File: src/verilog/flash_qe_pkg.sv
// -----------------------------------------------------------------------------
// Shared constants for the flash query and erase block.
// -----------------------------------------------------------------------------
package flash_qe_pkg;

   // Bus and address widths.
   localparam int ADDR_W  = 21;  // Word address lines A21..A1.
   localparam int DATA_W  = 32;  // Full data bus width.
   localparam int BLK_W   = 5;   // Block number taken from A21..A17.
   localparam int NBLK    = 32;  // Blocks addressable by five lines.
   localparam int BLK_LSB = 16;  // Position of A17 in the word address A21..A1.

   // Command codes.
   localparam logic [7:0] CMD_ERASE_SETUP = 8'h20;  // Erase setup.
   localparam logic [7:0] CMD_CONFIRM     = 8'hD0;  // Erase confirm / resume.
   localparam logic [7:0] CMD_READ_ARRAY  = 8'hFF;  // Back to array reads.
   localparam logic [7:0] CMD_READ_QUERY  = 8'h98;  // Query mode entry.
   localparam logic [7:0] CMD_READ_STATUS = 8'h70;  // Status read mode.
   localparam logic [7:0] CMD_CLEAR_STAT  = 8'h50;  // Clear status flags.
   localparam logic [7:0] CMD_SUSPEND     = 8'hB0;  // Program/erase suspend.
   localparam logic [7:0] CMD_LOCK_SETUP  = 8'h60;  // Lock setup.
   localparam logic [7:0] CMD_LOCK_SET    = 8'h01;  // Lock confirm.

   // Status register bit positions.
   localparam int READY_BIT      = 7;  // Controller ready.
   localparam int SUSPENDED_BIT  = 6;  // Erase suspended.
   localparam int ERASE_FAIL_BIT = 5;  // Erase failure.
   localparam int PROG_FAIL_BIT  = 4;  // Program failure.
   localparam int SUPPLY_BIT     = 3;  // Program supply invalid.
   localparam int LOCKED_ERR_BIT = 1;  // Erase aimed at a locked block.
   localparam logic [7:0] STATUS_RST = 8'h80;  // Ready, no errors.

   // Query offsets (x32 word addressing) and block status position.
   localparam logic [7:0] BSR_OFFSET = 8'h02;  // Block status at base plus two.
   localparam logic [7:0] EXT_FIRST  = 8'h31;  // First extended-table entry.
   localparam logic [7:0] EXT_LAST   = 8'h3F;  // Last extended-table entry.
   localparam int         EXT_LEN    = 15;     // Entries in the extended table.

   // Erase duration at 40 MHz: nominal 1 ms, shortened by parameter.
   localparam int ERASE_TIME_US = 1000;
   localparam int CLK_MHZ       = 40;
   localparam int ERASE_CYCLES  = ERASE_TIME_US * CLK_MHZ;

   // Extended query table, indexed by offset minus EXT_FIRST, x32 column.
   localparam logic [7:0] EXT_TABLE [EXT_LEN] = '{
      8'h50, 8'h52, 8'h49, 8'h31, 8'h31, 8'h0E, 8'h00, 8'h00,
      8'h00, 8'h01, 8'h00, 8'h33, 8'h50, 8'h00, 8'h00};
   localparam int         SUSP_CAP_IDX   = 9;      // After-suspend entry.
   localparam logic [7:0] SUSP_CAP_X16   = 8'h00;  // Value in 16-bit width.

   // Controller states.
   typedef enum logic [1:0] {ST_IDLE, ST_ERASING, ST_SUSPENDED} ctl_state_t;

   // Read path selection.
   typedef enum logic [1:0] {RD_ARRAY, RD_STATUS, RD_QUERY} read_mode_t;

endpackage : flash_qe_pkg

File: src/verilog/lock_bits_if.sv
`timescale 1ns/1ps
`default_nettype none
// -----------------------------------------------------------------------------
// Carries lock-bit requests between controller and lock memory.
// -----------------------------------------------------------------------------
interface lock_bits_if;
   logic [4:0] rdBlock;  // Block whose lock bit is read.
   logic       rdLock;   // Registered lock bit of rdBlock.
   logic       wrEn;     // Set one lock bit.
   logic [4:0] wrBlock;  // Block to lock.
   modport ctl (output rdBlock, output wrEn, output wrBlock, input rdLock);
   modport mem (input rdBlock, input wrEn, input wrBlock, output rdLock);
endinterface : lock_bits_if
`default_nettype wire

File: src/verilog/lock_bits_mem.sv
`timescale 1ns/1ps
`default_nettype none
// -----------------------------------------------------------------------------
// Per-block lock memory with registered read data.
// -----------------------------------------------------------------------------
module lock_bits_mem (
   input  wire logic clk,   // System clock.
   input  wire logic srst,  // Synchronous reset; all blocks come up unlocked.
   lock_bits_if.mem  lb     // Lock access port.
);
   logic [flash_qe_pkg::NBLK-1:0] lock_reg;  // One lock flag per block.

   // Lock flags are only ever set here; only reset clears them.
   always_ff @(posedge clk) begin
      if (srst) begin
         lock_reg <= '0;
      end else if (lb.wrEn) begin
         lock_reg[lb.wrBlock] <= 1'b1;
      end
   end

   // Read data come from a register, one cycle after the block number.
   always_ff @(posedge clk) begin
      if (srst) begin
         lb.rdLock <= 1'b0;
      end else begin
         lb.rdLock <= lock_reg[lb.rdBlock];
      end
   end
endmodule : lock_bits_mem
`default_nettype wire

File: src/verilog/flash_query_and_erase_flow.sv
`timescale 1ns/1ps
`default_nettype none
// Behaviour
// - Base-plus-two query read returns lock bit0 in x32; in x16 it is at base plus four and five; the code answers in x16 at base plus eight to eleven.
// - Block base taken from A21..A17 only.
// - Status byte bits 7..2 and 1 read zero.
// - Extended table begins with P, R, I.
// - Feature byte reads 0Eh, upper bits zero.
// - After-suspend byte 01h x32, 00h x16.
// - Block status mask entry reads 00h.
// - Voltage entries 33h, 50h; reserved 00h.
// - Voltage bytes: hex volts, BCD tenths.
// - Accepted erase switches reads to status.
// - Ready bit set when controller done.
// - Bad program supply sets supply bit.
// - Bad sequence sets bits 4 and 5.
// - Erase failure sets bit 5 alone.
// - Locked block erase sets bit 1, no change.
// - Query data on low eight lines only.
module flash_query_and_erase_flow #(
   parameter int ERASE_CYCLES = flash_qe_pkg::ERASE_CYCLES  // Shorten in simulation.
) (
   input  wire logic        clk,          // 40 MHz system clock.
   input  wire logic        srst,         // Synchronous reset, active high.
   input  wire logic [20:0] addrLines,    // Word address A21..A1 (pin).
   input  wire logic [31:0] dataIn,       // Data lines, input half.
   output logic      [31:0] dataOut,      // Data lines, output half.
   output logic             dataOe_n,     // Low while the block drives data.
   input  wire logic        chipEn_n,     // Chip enable (pin).
   input  wire logic        outEn_n,      // Output enable (pin).
   input  wire logic        writeEn_n,    // Write enable (pin).
   input  wire logic        wordMode,     // High for x32, low for x16 (pin).
   input  wire logic        supplyOk,     // Program supply valid (pin).
   input  wire logic        eraseFault,   // Cell array reports erase failure.
   output logic             readyBusy,    // High when the controller is ready.
   output logic             eraseStart,   // One-cycle pulse: begin array erase.
   output logic      [4:0]  eraseBlock    // Block being erased.
);
   // -------------------------------------------------------------------------
   // Pin synchronisers.
   // -------------------------------------------------------------------------
   logic [20:0] addrS1_reg, addrS2_reg;    // Address synchroniser.
   logic [31:0] dinS1_reg,  dinS2_reg;     // Data synchroniser.
   logic [5:0]  ctlS1_reg,  ctlS2_reg;     // Control pin synchroniser.
   logic        weLast_reg;                // Previous write enable level.

   // Two flops on every pin before any logic looks at it.
   always_ff @(posedge clk) begin
      addrS1_reg <= addrLines;
      addrS2_reg <= addrS1_reg;
      dinS1_reg  <= dataIn;
      dinS2_reg  <= dinS1_reg;
      ctlS1_reg  <= {eraseFault, supplyOk, wordMode, writeEn_n, outEn_n, chipEn_n};
      ctlS2_reg  <= ctlS1_reg;
   end

   wire       ceN     = ctlS2_reg[0];  // Synchronised chip enable.
   wire       oeN     = ctlS2_reg[1];  // Synchronised output enable.
   wire       weN     = ctlS2_reg[2];  // Synchronised write enable.
   wire       x32     = ctlS2_reg[3];  // Bus width select.
   wire       vppOk   = ctlS2_reg[4];  // Program supply valid.
   wire       arrFail = ctlS2_reg[5];  // Array erase failure.
   wire [7:0] cmd     = dinS2_reg[7:0];

   // A command is taken on the rising edge of write enable with chip enabled.
   wire       wrStrobe = ~ceN & weN & ~weLast_reg;

   always_ff @(posedge clk) begin
      if (srst) begin
         weLast_reg <= 1'b1;
      end else begin
         weLast_reg <= weN;
      end
   end

   // -------------------------------------------------------------------------
   // Address decode.
   // -------------------------------------------------------------------------
   // The block number ignores every line below A17.
   wire [4:0] addrBlock = addrS2_reg[flash_qe_pkg::BLK_LSB +: flash_qe_pkg::BLK_W];
   // In x16 the table is doubled, so the low word bit is dropped; in x32 A1
   // is a don't-care and A2 is the lowest significant line.
   wire [7:0] qOffX16 = {1'b0, addrS2_reg[7:1]};
   wire [7:0] qSel = x32 ? addrS2_reg[8:1] : qOffX16;
   // Offset within the block; in x32 in the same units as the table offsets, in x16 with A2 also dropped.
   wire [15:0] inBlk = x32 ? {1'b0, addrS2_reg[15:1]} : {2'b00, addrS2_reg[15:2]};
   wire        isBsr = (inBlk == {8'h00, flash_qe_pkg::BSR_OFFSET});
   wire        isExt = (qSel >= flash_qe_pkg::EXT_FIRST) && (qSel <= flash_qe_pkg::EXT_LAST);
   wire [7:0]  extIdx = qSel - flash_qe_pkg::EXT_FIRST;

   // -------------------------------------------------------------------------
   // Command state and status register.
   // -------------------------------------------------------------------------
   flash_qe_pkg::ctl_state_t state_reg, state_next;
   flash_qe_pkg::read_mode_t rdMode_reg, rdMode_next;
   logic        setupPend_reg;   // Erase setup seen, waiting for confirm.
   logic        lockPend_reg;    // Lock setup seen.
   logic [7:0]  status_reg;      // Status register (ready, errors).
   logic [31:0] eraseCnt_reg;    // Erase time counter.
   logic        pendLock_reg;    // Lock check in flight for a confirm.
   logic [4:0]  tgtBlock_reg;    // Target of the confirm.

   lock_bits_if lb ();
   lock_bits_mem u_locks (.clk(clk), .srst(srst), .lb(lb));
   assign lb.rdBlock = pendLock_reg ? tgtBlock_reg : addrBlock;
   assign lb.wrEn    = wrStrobe & lockPend_reg & (cmd == flash_qe_pkg::CMD_LOCK_SET);
   assign lb.wrBlock = addrBlock;

   wire isConfirm = wrStrobe & setupPend_reg & (cmd == flash_qe_pkg::CMD_CONFIRM);
   wire badSeq    = wrStrobe & setupPend_reg & (cmd != flash_qe_pkg::CMD_CONFIRM);
   wire eraseDone = (state_reg == flash_qe_pkg::ST_ERASING) && (eraseCnt_reg == 32'h00000001);

   // Controller sequencing.
   always_comb begin
      state_next = state_reg;
      case (state_reg)
         flash_qe_pkg::ST_IDLE: begin
            // Lock result is back one cycle after the confirm was seen.
            if (pendLock_reg && vppOk && !lb.rdLock) begin
               state_next = flash_qe_pkg::ST_ERASING;
            end
         end
         flash_qe_pkg::ST_ERASING: begin
            if (wrStrobe && cmd == flash_qe_pkg::CMD_SUSPEND) begin
               state_next = flash_qe_pkg::ST_SUSPENDED;
            end else if (eraseDone) begin
               state_next = flash_qe_pkg::ST_IDLE;
            end
         end
         flash_qe_pkg::ST_SUSPENDED: begin
            if (wrStrobe && cmd == flash_qe_pkg::CMD_CONFIRM) begin
               state_next = flash_qe_pkg::ST_ERASING;
            end
         end
         default: state_next = flash_qe_pkg::ST_IDLE;
      endcase
   end

   // Read mode: erase commands leave the device reading status.
   always_comb begin
      rdMode_next = rdMode_reg;
      if (wrStrobe) begin
         case (cmd)
            flash_qe_pkg::CMD_READ_ARRAY:  rdMode_next = flash_qe_pkg::RD_ARRAY;
            flash_qe_pkg::CMD_READ_QUERY:  rdMode_next = flash_qe_pkg::RD_QUERY;
            flash_qe_pkg::CMD_READ_STATUS,
            flash_qe_pkg::CMD_ERASE_SETUP,
            flash_qe_pkg::CMD_CONFIRM,
            flash_qe_pkg::CMD_SUSPEND:     rdMode_next = flash_qe_pkg::RD_STATUS;
            default:                       rdMode_next = rdMode_reg;
         endcase
      end
   end

   // Register update; kept short, the decisions are made above.
   always_ff @(posedge clk) begin
      if (srst) begin
         state_reg     <= flash_qe_pkg::ST_IDLE;
         rdMode_reg    <= flash_qe_pkg::RD_ARRAY;
         setupPend_reg <= 1'b0;
         lockPend_reg  <= 1'b0;
         pendLock_reg  <= 1'b0;
         tgtBlock_reg  <= '0;
      end else begin
         state_reg     <= state_next;
         rdMode_reg    <= rdMode_next;
         pendLock_reg  <= isConfirm;
         if (isConfirm) begin
            tgtBlock_reg <= addrBlock;
         end
         if (wrStrobe) begin
            setupPend_reg <= (cmd == flash_qe_pkg::CMD_ERASE_SETUP);
            lockPend_reg  <= (cmd == flash_qe_pkg::CMD_LOCK_SETUP);
         end
      end
   end

   // Erase timer: loaded on start, frozen while suspended.
   always_ff @(posedge clk) begin
      if (srst) begin
         eraseCnt_reg <= '0;
      end else if (state_reg == flash_qe_pkg::ST_IDLE && state_next == flash_qe_pkg::ST_ERASING) begin
         eraseCnt_reg <= 32'(ERASE_CYCLES);
      end else if (state_reg == flash_qe_pkg::ST_ERASING && eraseCnt_reg != '0) begin
         eraseCnt_reg <= eraseCnt_reg - 32'h00000001;
      end
   end

   // Status register. Error bits are sticky: only clear-status removes them,
   // and a new error in the same cycle wins over the clear.
   wire clrStat = wrStrobe & (cmd == flash_qe_pkg::CMD_CLEAR_STAT);
   wire lockErr = pendLock_reg & lb.rdLock;
   wire vppErr  = pendLock_reg & ~vppOk;
   wire failErr = eraseDone & arrFail;

   always_ff @(posedge clk) begin
      if (srst) begin
         status_reg <= flash_qe_pkg::STATUS_RST;
      end else begin
         if (clrStat) begin
            status_reg[5:1] <= '0;
         end
         // Ready while no erase runs or the erase is suspended.
         status_reg[flash_qe_pkg::READY_BIT]     <= (state_next != flash_qe_pkg::ST_ERASING);
         status_reg[flash_qe_pkg::SUSPENDED_BIT] <= (state_next == flash_qe_pkg::ST_SUSPENDED);
         if (badSeq) begin
            status_reg[flash_qe_pkg::PROG_FAIL_BIT]  <= 1'b1;
            status_reg[flash_qe_pkg::ERASE_FAIL_BIT] <= 1'b1;
         end
         if (failErr) begin
            status_reg[flash_qe_pkg::ERASE_FAIL_BIT] <= 1'b1;
         end
         if (vppErr) begin
            status_reg[flash_qe_pkg::SUPPLY_BIT] <= 1'b1;
         end
         if (lockErr) begin
            status_reg[flash_qe_pkg::LOCKED_ERR_BIT] <= 1'b1;
         end
      end
   end

   // -------------------------------------------------------------------------
   // Read path.
   // -------------------------------------------------------------------------
   // Table bytes keep their voltage coding: upper nibble volts, lower nibble
   // tenths in decimal, e.g. 33h is 3.3 V.
   wire [7:0] extByte = (extIdx == 8'(flash_qe_pkg::SUSP_CAP_IDX) && !x32)
                        ? flash_qe_pkg::SUSP_CAP_X16
                        : flash_qe_pkg::EXT_TABLE[extIdx[3:0]];
   // Block status byte: only the lock flag, the rest reserved zero.
   wire [7:0] bsrByte = {7'h00, lb.rdLock};
   wire [7:0] qByte   = isBsr ? bsrByte : (isExt ? extByte : 8'h00);
   // Array data are not modelled here; they read as erased.
   wire [31:0] rdWord = (rdMode_reg == flash_qe_pkg::RD_STATUS) ? {24'h000000, status_reg} :
                        (rdMode_reg == flash_qe_pkg::RD_QUERY)  ? {24'h000000, qByte} :
                        32'hFFFFFFFF;

   // Outputs are registered; drive only with chip and output enabled.
   always_ff @(posedge clk) begin
      if (srst) begin
         dataOut    <= '0;
         dataOe_n   <= 1'b1;
         readyBusy  <= 1'b1;
         eraseStart <= 1'b0;
         eraseBlock <= '0;
      end else begin
         dataOut    <= rdWord;
         dataOe_n   <= ceN | oeN | ~weN;
         readyBusy  <= status_reg[flash_qe_pkg::READY_BIT];
         eraseStart <= (state_reg == flash_qe_pkg::ST_IDLE) && (state_next == flash_qe_pkg::ST_ERASING);
         if (state_reg == flash_qe_pkg::ST_IDLE && state_next == flash_qe_pkg::ST_ERASING) begin
            eraseBlock <= tgtBlock_reg;  // Locked blocks never reach here.
         end
      end
   end

   // -------------------------------------------------------------------------
   // Checks.
   // -------------------------------------------------------------------------
   chk_status_upper_zero: assert property (@(posedge clk) disable iff (srst)
      (rdMode_reg == flash_qe_pkg::RD_QUERY && isBsr) |=> dataOut[31:1] == '0)
      else $error("block status reserved bits not zero");
   chk_query_low_lines: assert property (@(posedge clk) disable iff (srst)
      (rdMode_reg == flash_qe_pkg::RD_QUERY) |=> dataOut[31:8] == '0)
      else $error("query data above low byte");
   chk_lock_bit_read: assert property (@(posedge clk) disable iff (srst)
      (rdMode_reg == flash_qe_pkg::RD_QUERY && isBsr && $stable(addrBlock))
      |=> dataOut[0] == $past(u_locks.lock_reg[addrBlock], 2))
      else $error("block status lock bit wrong");
   chk_erase_to_status: assert property (@(posedge clk) disable iff (srst)
      isConfirm |=> rdMode_reg == flash_qe_pkg::RD_STATUS)
      else $error("erase did not select status reads");
   chk_seq_error_pair: assert property (@(posedge clk) disable iff (srst)
      badSeq |=> status_reg[5:4] == 2'b11)
      else $error("sequence error bits not set");
   chk_locked_no_erase: assert property (@(posedge clk) disable iff (srst)
      lockErr |=> status_reg[1] && !eraseStart && state_reg == flash_qe_pkg::ST_IDLE)
      else $error("locked block erase misreported");
   chk_supply_error: assert property (@(posedge clk) disable iff (srst)
      vppErr |=> status_reg[3] && state_reg != flash_qe_pkg::ST_ERASING)
      else $error("supply error misreported");
   chk_erase_fail_alone: assert property (@(posedge clk) disable iff (srst)
      (failErr && !badSeq && !status_reg[4]) |=> status_reg[5] && !status_reg[4])
      else $error("erase failure bits wrong");
   chk_ready_busy: assert property (@(posedge clk) disable iff (srst)
      (state_reg == flash_qe_pkg::ST_ERASING) |-> !status_reg[7])
      else $error("ready shown during erase");
   chk_errors_sticky: assert property (@(posedge clk) disable iff (srst)
      ($fell(status_reg[5]) || $fell(status_reg[3])) |-> $past(clrStat))
      else $error("error bit lost without clear");
   chk_ext_signature: assert property (@(posedge clk) disable iff (srst)
      (rdMode_reg == flash_qe_pkg::RD_QUERY && !isBsr && qSel == flash_qe_pkg::EXT_FIRST)
      |=> dataOut[7:0] == 8'h50)
      else $error("extended table signature wrong");
endmodule : flash_query_and_erase_flow
`default_nettype wire

File: config.mk
export PLATFORM = sky130hd
export DESIGN_NAME = flash_query_and_erase_flow
export DESIGN_NICKNAME = d
export VERILOG_FILES = /design/src/verilog/flash_qe_pkg.sv /design/src/verilog/lock_bits_if.sv /design/src/verilog/lock_bits_mem.sv /design/src/verilog/flash_query_and_erase_flow.sv
export SDC_FILE = /design/constraint.sdc
export NUM_CORES = 1
export LEC_CHECK = 0
export ABC_AREA = 1
export BUFFER_PORTS_ARGS = -buffer_cell sky130_fd_sc_hd__buf_4
export CORE_AREA = 8 8 135 137
export DETAILED_ROUTE_END_ITERATION = 7
export DIE_AREA = 0 0 143 145
export PLACE_DENSITY = 0.74
export SLEW_MARGIN = 10
export SYNTH_ARGS = -nofsm -noshare
export SYNTH_HDL_FRONTEND = slang
export SYNTH_SLANG_ARGS = --single-unit
File: constraint.sdc
create_clock -name clk -period 2.7 [get_ports clk]
set_input_delay 0.54 -clock clk [delete_from_list [all_inputs] [get_ports clk]]
set_output_delay 0.54 -clock clk [all_outputs]
set_load 0.01 [all_outputs]
==> implementation parameters <==
Parameter                              Value

Synthesis
  Post-Synth Adder-Cell Area ... under 10%
  Syn avg cell area ... approximately 7.6 um2
  Proportion of netlist area held by the largest area contributor ... 47.7%
  Compound-gate portion of the synthesized area ... under 10%
  Flop and latch count out of synthesis ... approximately 170
  Top cells by count, synth ... 214 x sky130_fd_sc_hd__nand2_1, 169 x sky130_fd_sc_hd__dfxtp_1, 104 x sky130_fd_sc_hd__nor2_1
  Cell Area, Synth ... roughly 7000 um2
  Top flip-flop cell by instance count after synthesis ... sky130_fd_sc_hd__dfxtp_1
  Post-synthesis xor/xnor area fraction ... under 10%
  Area leader, netlist ... sky130_fd_sc_hd__dfxtp_1
  Dominant cells by area after synthesis ... sky130_fd_sc_hd__dfxtp_1 48%, sky130_fd_sc_hd__nand2_1 11%, sky130_fd_sc_hd__nand3_1 6.8%
  Post-synthesis instance total ... ~930
  Simple-gate share of the synthesized area ... about 30%
  Proportion of synthesized area in mux cells ... 0%
  Portion of the post-synthesis area used by sequential elements ... between 40% and 50%
  Async set-reset flop share out of synthesis ... 0%
  Warnings from Yosys ... 0
  Most common cell in the synthesized netlist ... sky130_fd_sc_hd__nand2_1
  Largest family of logic cells by synthesized area ... simple AND/OR/NAND/NOR gates
  Number of synthesized flops with an enable pin ... 0
  Number of distinct library cells after synthesis ... 38
  Syn nets ... approximately 1,000

CTS
  H-tree lvl count ... 4
  Clock tree sinks ... 169
  Clock buffer count from CTS ... 17
  Count of buffers added by post-CTS timing repair for setup ... 0
  Clock latency reported for the late side of the worst-skew pair ... between 0.4 and 0.5 ns
  Clock tree from TritonCTS ... yes
  Clock Path Buffers ... 2
  Hold buffers post-CTS ... 0
  Clock Pin Slew Worst Setup and Hold Paths ... about 0.06 ns
  CTS Root Cell ... sky130_fd_sc_hd__clkbuf_16
  CTS-repair resized insts ... 0

Critical path
  Cell with the largest stage delay on the worst path ... sky130_fd_sc_hd__dfxtp_1
  Startpoint class of the critical path ... flop
  Setup slack of the worst register-to-register path ... between 0.7 and 0.8 ns
  FF-to-FF path depth ... 9
  Buffer and inverter count on the worst path ... 1
  Category of cells accounting for the largest share of critical-path delay ... flip-flops
  CP Class ... reg -> out
  CP Capture Type ... primary output
  Largest stage delay on the critical path ... between 0.7 and 0.8 ns
  Critical path required time ... approximately 2.2 ns
  Arrival time at the worst endpoint ... 1.46 ns
  Critical path peak fanout ... 24
  Worst r2r dst ... eraseCnt_reg[26]
  Cell breakdown of the critical path ... buf_4
  Critical register-to-register path startpoint ... eraseCnt_reg[0]

GRT
  Total overflow reported by the global router ... 0
  Vias in the first global route ... ~5,600
  Total Routing Usage GR ... 15.2%
  Pin count of the biggest net entering global routing ... 38
  First-pass GRT wire length ... 26.1 mm
  Antenna violations before repair ... 0

Timing
  Count of final hold-check violations ... 0
  Worst-case setup margin in the final layout ... approximately 0.7 ns
  Worst-margin pin slew ... roughly 0.80 ns
  Setup clock skew after layout ... between 0.006 and 0.007 ns
  Max-Slew Margin vs Limit ... 46.6%
  Final critical-path share of the clock period ... 74.0%
  Worst Hold Slack ... 0.211 ns
  Maximum clock frequency ... around 500 MHz
  Total setup violations reported at the end of the flow ... 0
  Setup repair after global routing missed its margin ... no
  Setup TNS ... 0 ns
  Final critical delay including setup and external delays ... about 2 ns
  Final Slew Violations ... 0

Power
  Worst vdd rail ir drop ... 0.524 mV
  Power density of the placed cells ... about 650 nW/um2
  Leakage power summed over all cells ... approximately 3.7 nW

Floorplan
  Ports ... between 100 and 150
  Die Outline Area ... a little over 20,000 um2
  Core area ... roughly 16,000 um2
  Site Rows ... 47
  Die Wd ... around 140 um
  Vert. Die Dim ... 145 um
  Initial cell density of the core ... 43.9%

Routing
  Wire length on met3 ... 826 um
  Initial DRC Count ... 436
  First-pass detailed-route iteration total ... 5
  Drt via density ... between 4 and 5
  WL met2 ... between 7 and 8 mm
  Routed wirelength normalized by instance count ... 12.8 um
  Antenna-violating nets left ... 0
  Number of design rule violations left after detail routing ... 0
  Total routed wire length on the met1 layer ... just over 7 mm
  DRT Wirelength ... approximately 16 mm
  Vias ... between 5,000 and 6,000
  Max Used Layer ... met4

Final layout
  Share of final-layout standard cells stronger than drive strength 1 ... ~15%
  Number of fill cells ... 1,553
  Core occupancy in the finished layout ... around 50%
  P&R area growth vs syn ... 16.3%
  Final Net Count ... about 1,000
  Number of antenna repair diodes ... 0

Hold path
  Path type of the worst min-delay path ... in -> reg
  Min-Delay Endpoint ... addrS1_reg[16]
  Hold Crit Start ... addrLines[16]
  Cell count of the worst hold path ... 1

Placed design
  Buffers on Ports ... 75
  Worst Setup Slack post-DPL ... about 0.74 ns
  Post-detailed-placement half-perimeter wirelength ... 10.8 mm
  GPL Wtd Cong ... around 0.9

Run
  Count of max-cap constraint violations ... 0

Status
  Run status ... complete, no violations
[cell type report]
class / instances / area [um2] / area share, %
tap: 220 / 275 / 3.34
sequential: 169 / 3380 / 41.0
clock inverter: 13 / 180 / 2.18
inverter: 92 / 348 / 4.22
clock buffer: 18 / 429 / 5.20
timing repair buffer: 79 / 593 / 7.19
multi-input combinational: 621 / 3040 / 36.8
[through the flow]
stage / total power [mW] / instances / area [um2]
after floorplan: 2.82 / 928 / 7090
after global placement: 2.92 / 1181 / 7640
after detailed placement: 2.92 / 1181 / 7640
after CTS: 5.41 / 1212 / 8250
after global routing: 5.56 / 1212 / 8250
final: 5.38 / 1212 / 8250
[worst register-to-register path: cells and delay by family, from the launching register on]
kind	cells	cell delay (ns)
buffers and inverters	2	0.35
AND/OR/NAND/NOR	5	0.89
flip-flops	1	0.34
adder cells (fa/ha/maj)	1	0.17
AO/OA/AOI/OAI	1	0.07
[cell usage in the layout, fill, tap and decap left out, drive strengths merged]
master | netlist | layout
a211oi | 5 | 5
a21oi | 82 | 82
a31oi | 2 | 2
a41oi | 1 | 1
buf | 38 | 79
bufinv | 0 | 3
clkbuf | 8 | 18
clkinv | 1 | 2
clkinvlp | 0 | 2
dfxtp | 169 | 169
ha | 8 | 8
inv | 91 | 98
nand2 | 221 | 221
nand3 | 97 | 97
nand3b | 10 | 10
nand4 | 9 | 9
nor2 | 116 | 116
nor3 | 16 | 16
nor4 | 1 | 1
o211ai | 1 | 1
o21ai | 24 | 24
o21bai | 2 | 2
or2 | 3 | 3
xnor2 | 11 | 11
xor2 | 12 | 12
[how the worst max path moves through the flow]
stage                     from                end  slack [ns]  depth (start not counted)
2_1_floorplan    addrS2_reg[1]         dataOut[5]        1.11                         11
3_3_place_gp   eraseCnt_reg[0]    eraseCnt_reg[4]        0.75                          9
3_5_place_dp   eraseCnt_reg[0]    eraseCnt_reg[4]        0.74                          9
4_1_cts            dataOut[30]        dataOut[20]        0.66                          1
5_1_grt           pendLock_reg  u_locks.lb.rdLock        0.55                         10
6_report           dataOut[30]        dataOut[28]        0.70                          1
[per-layer routing]
layer | global-route usage (%) | vias to the layer above
li1 | - | 3059
met1 | 18.6 | 2736
met2 | 25.1 | 171
met3 | 3.81 | 24
met4 | 5.74 | 0
met5 | 0 | -
[cell families (layout without fill, tap and decap cells)]
kind of cell / count (synthesis) / after routing
buffers and inverters: 138 / 202
adders and majority gates: 8 / 8
and+or+nand+nor: 473 / 473
xor gates and xnor gates: 23 / 23
DFF: 169 / 169
AOI/OAI and AO/OA: 117 / 117
[report_power, final]
part	internal (mW)	leakage, nW	total, mW	switching (mW)
combinational	0.111	1.97	0.270	0.159
clock	1.48	0.292	2.51	1.03
sequential	2.56	1.39	2.60	0.0408
(Power assumes the default switching activity.)
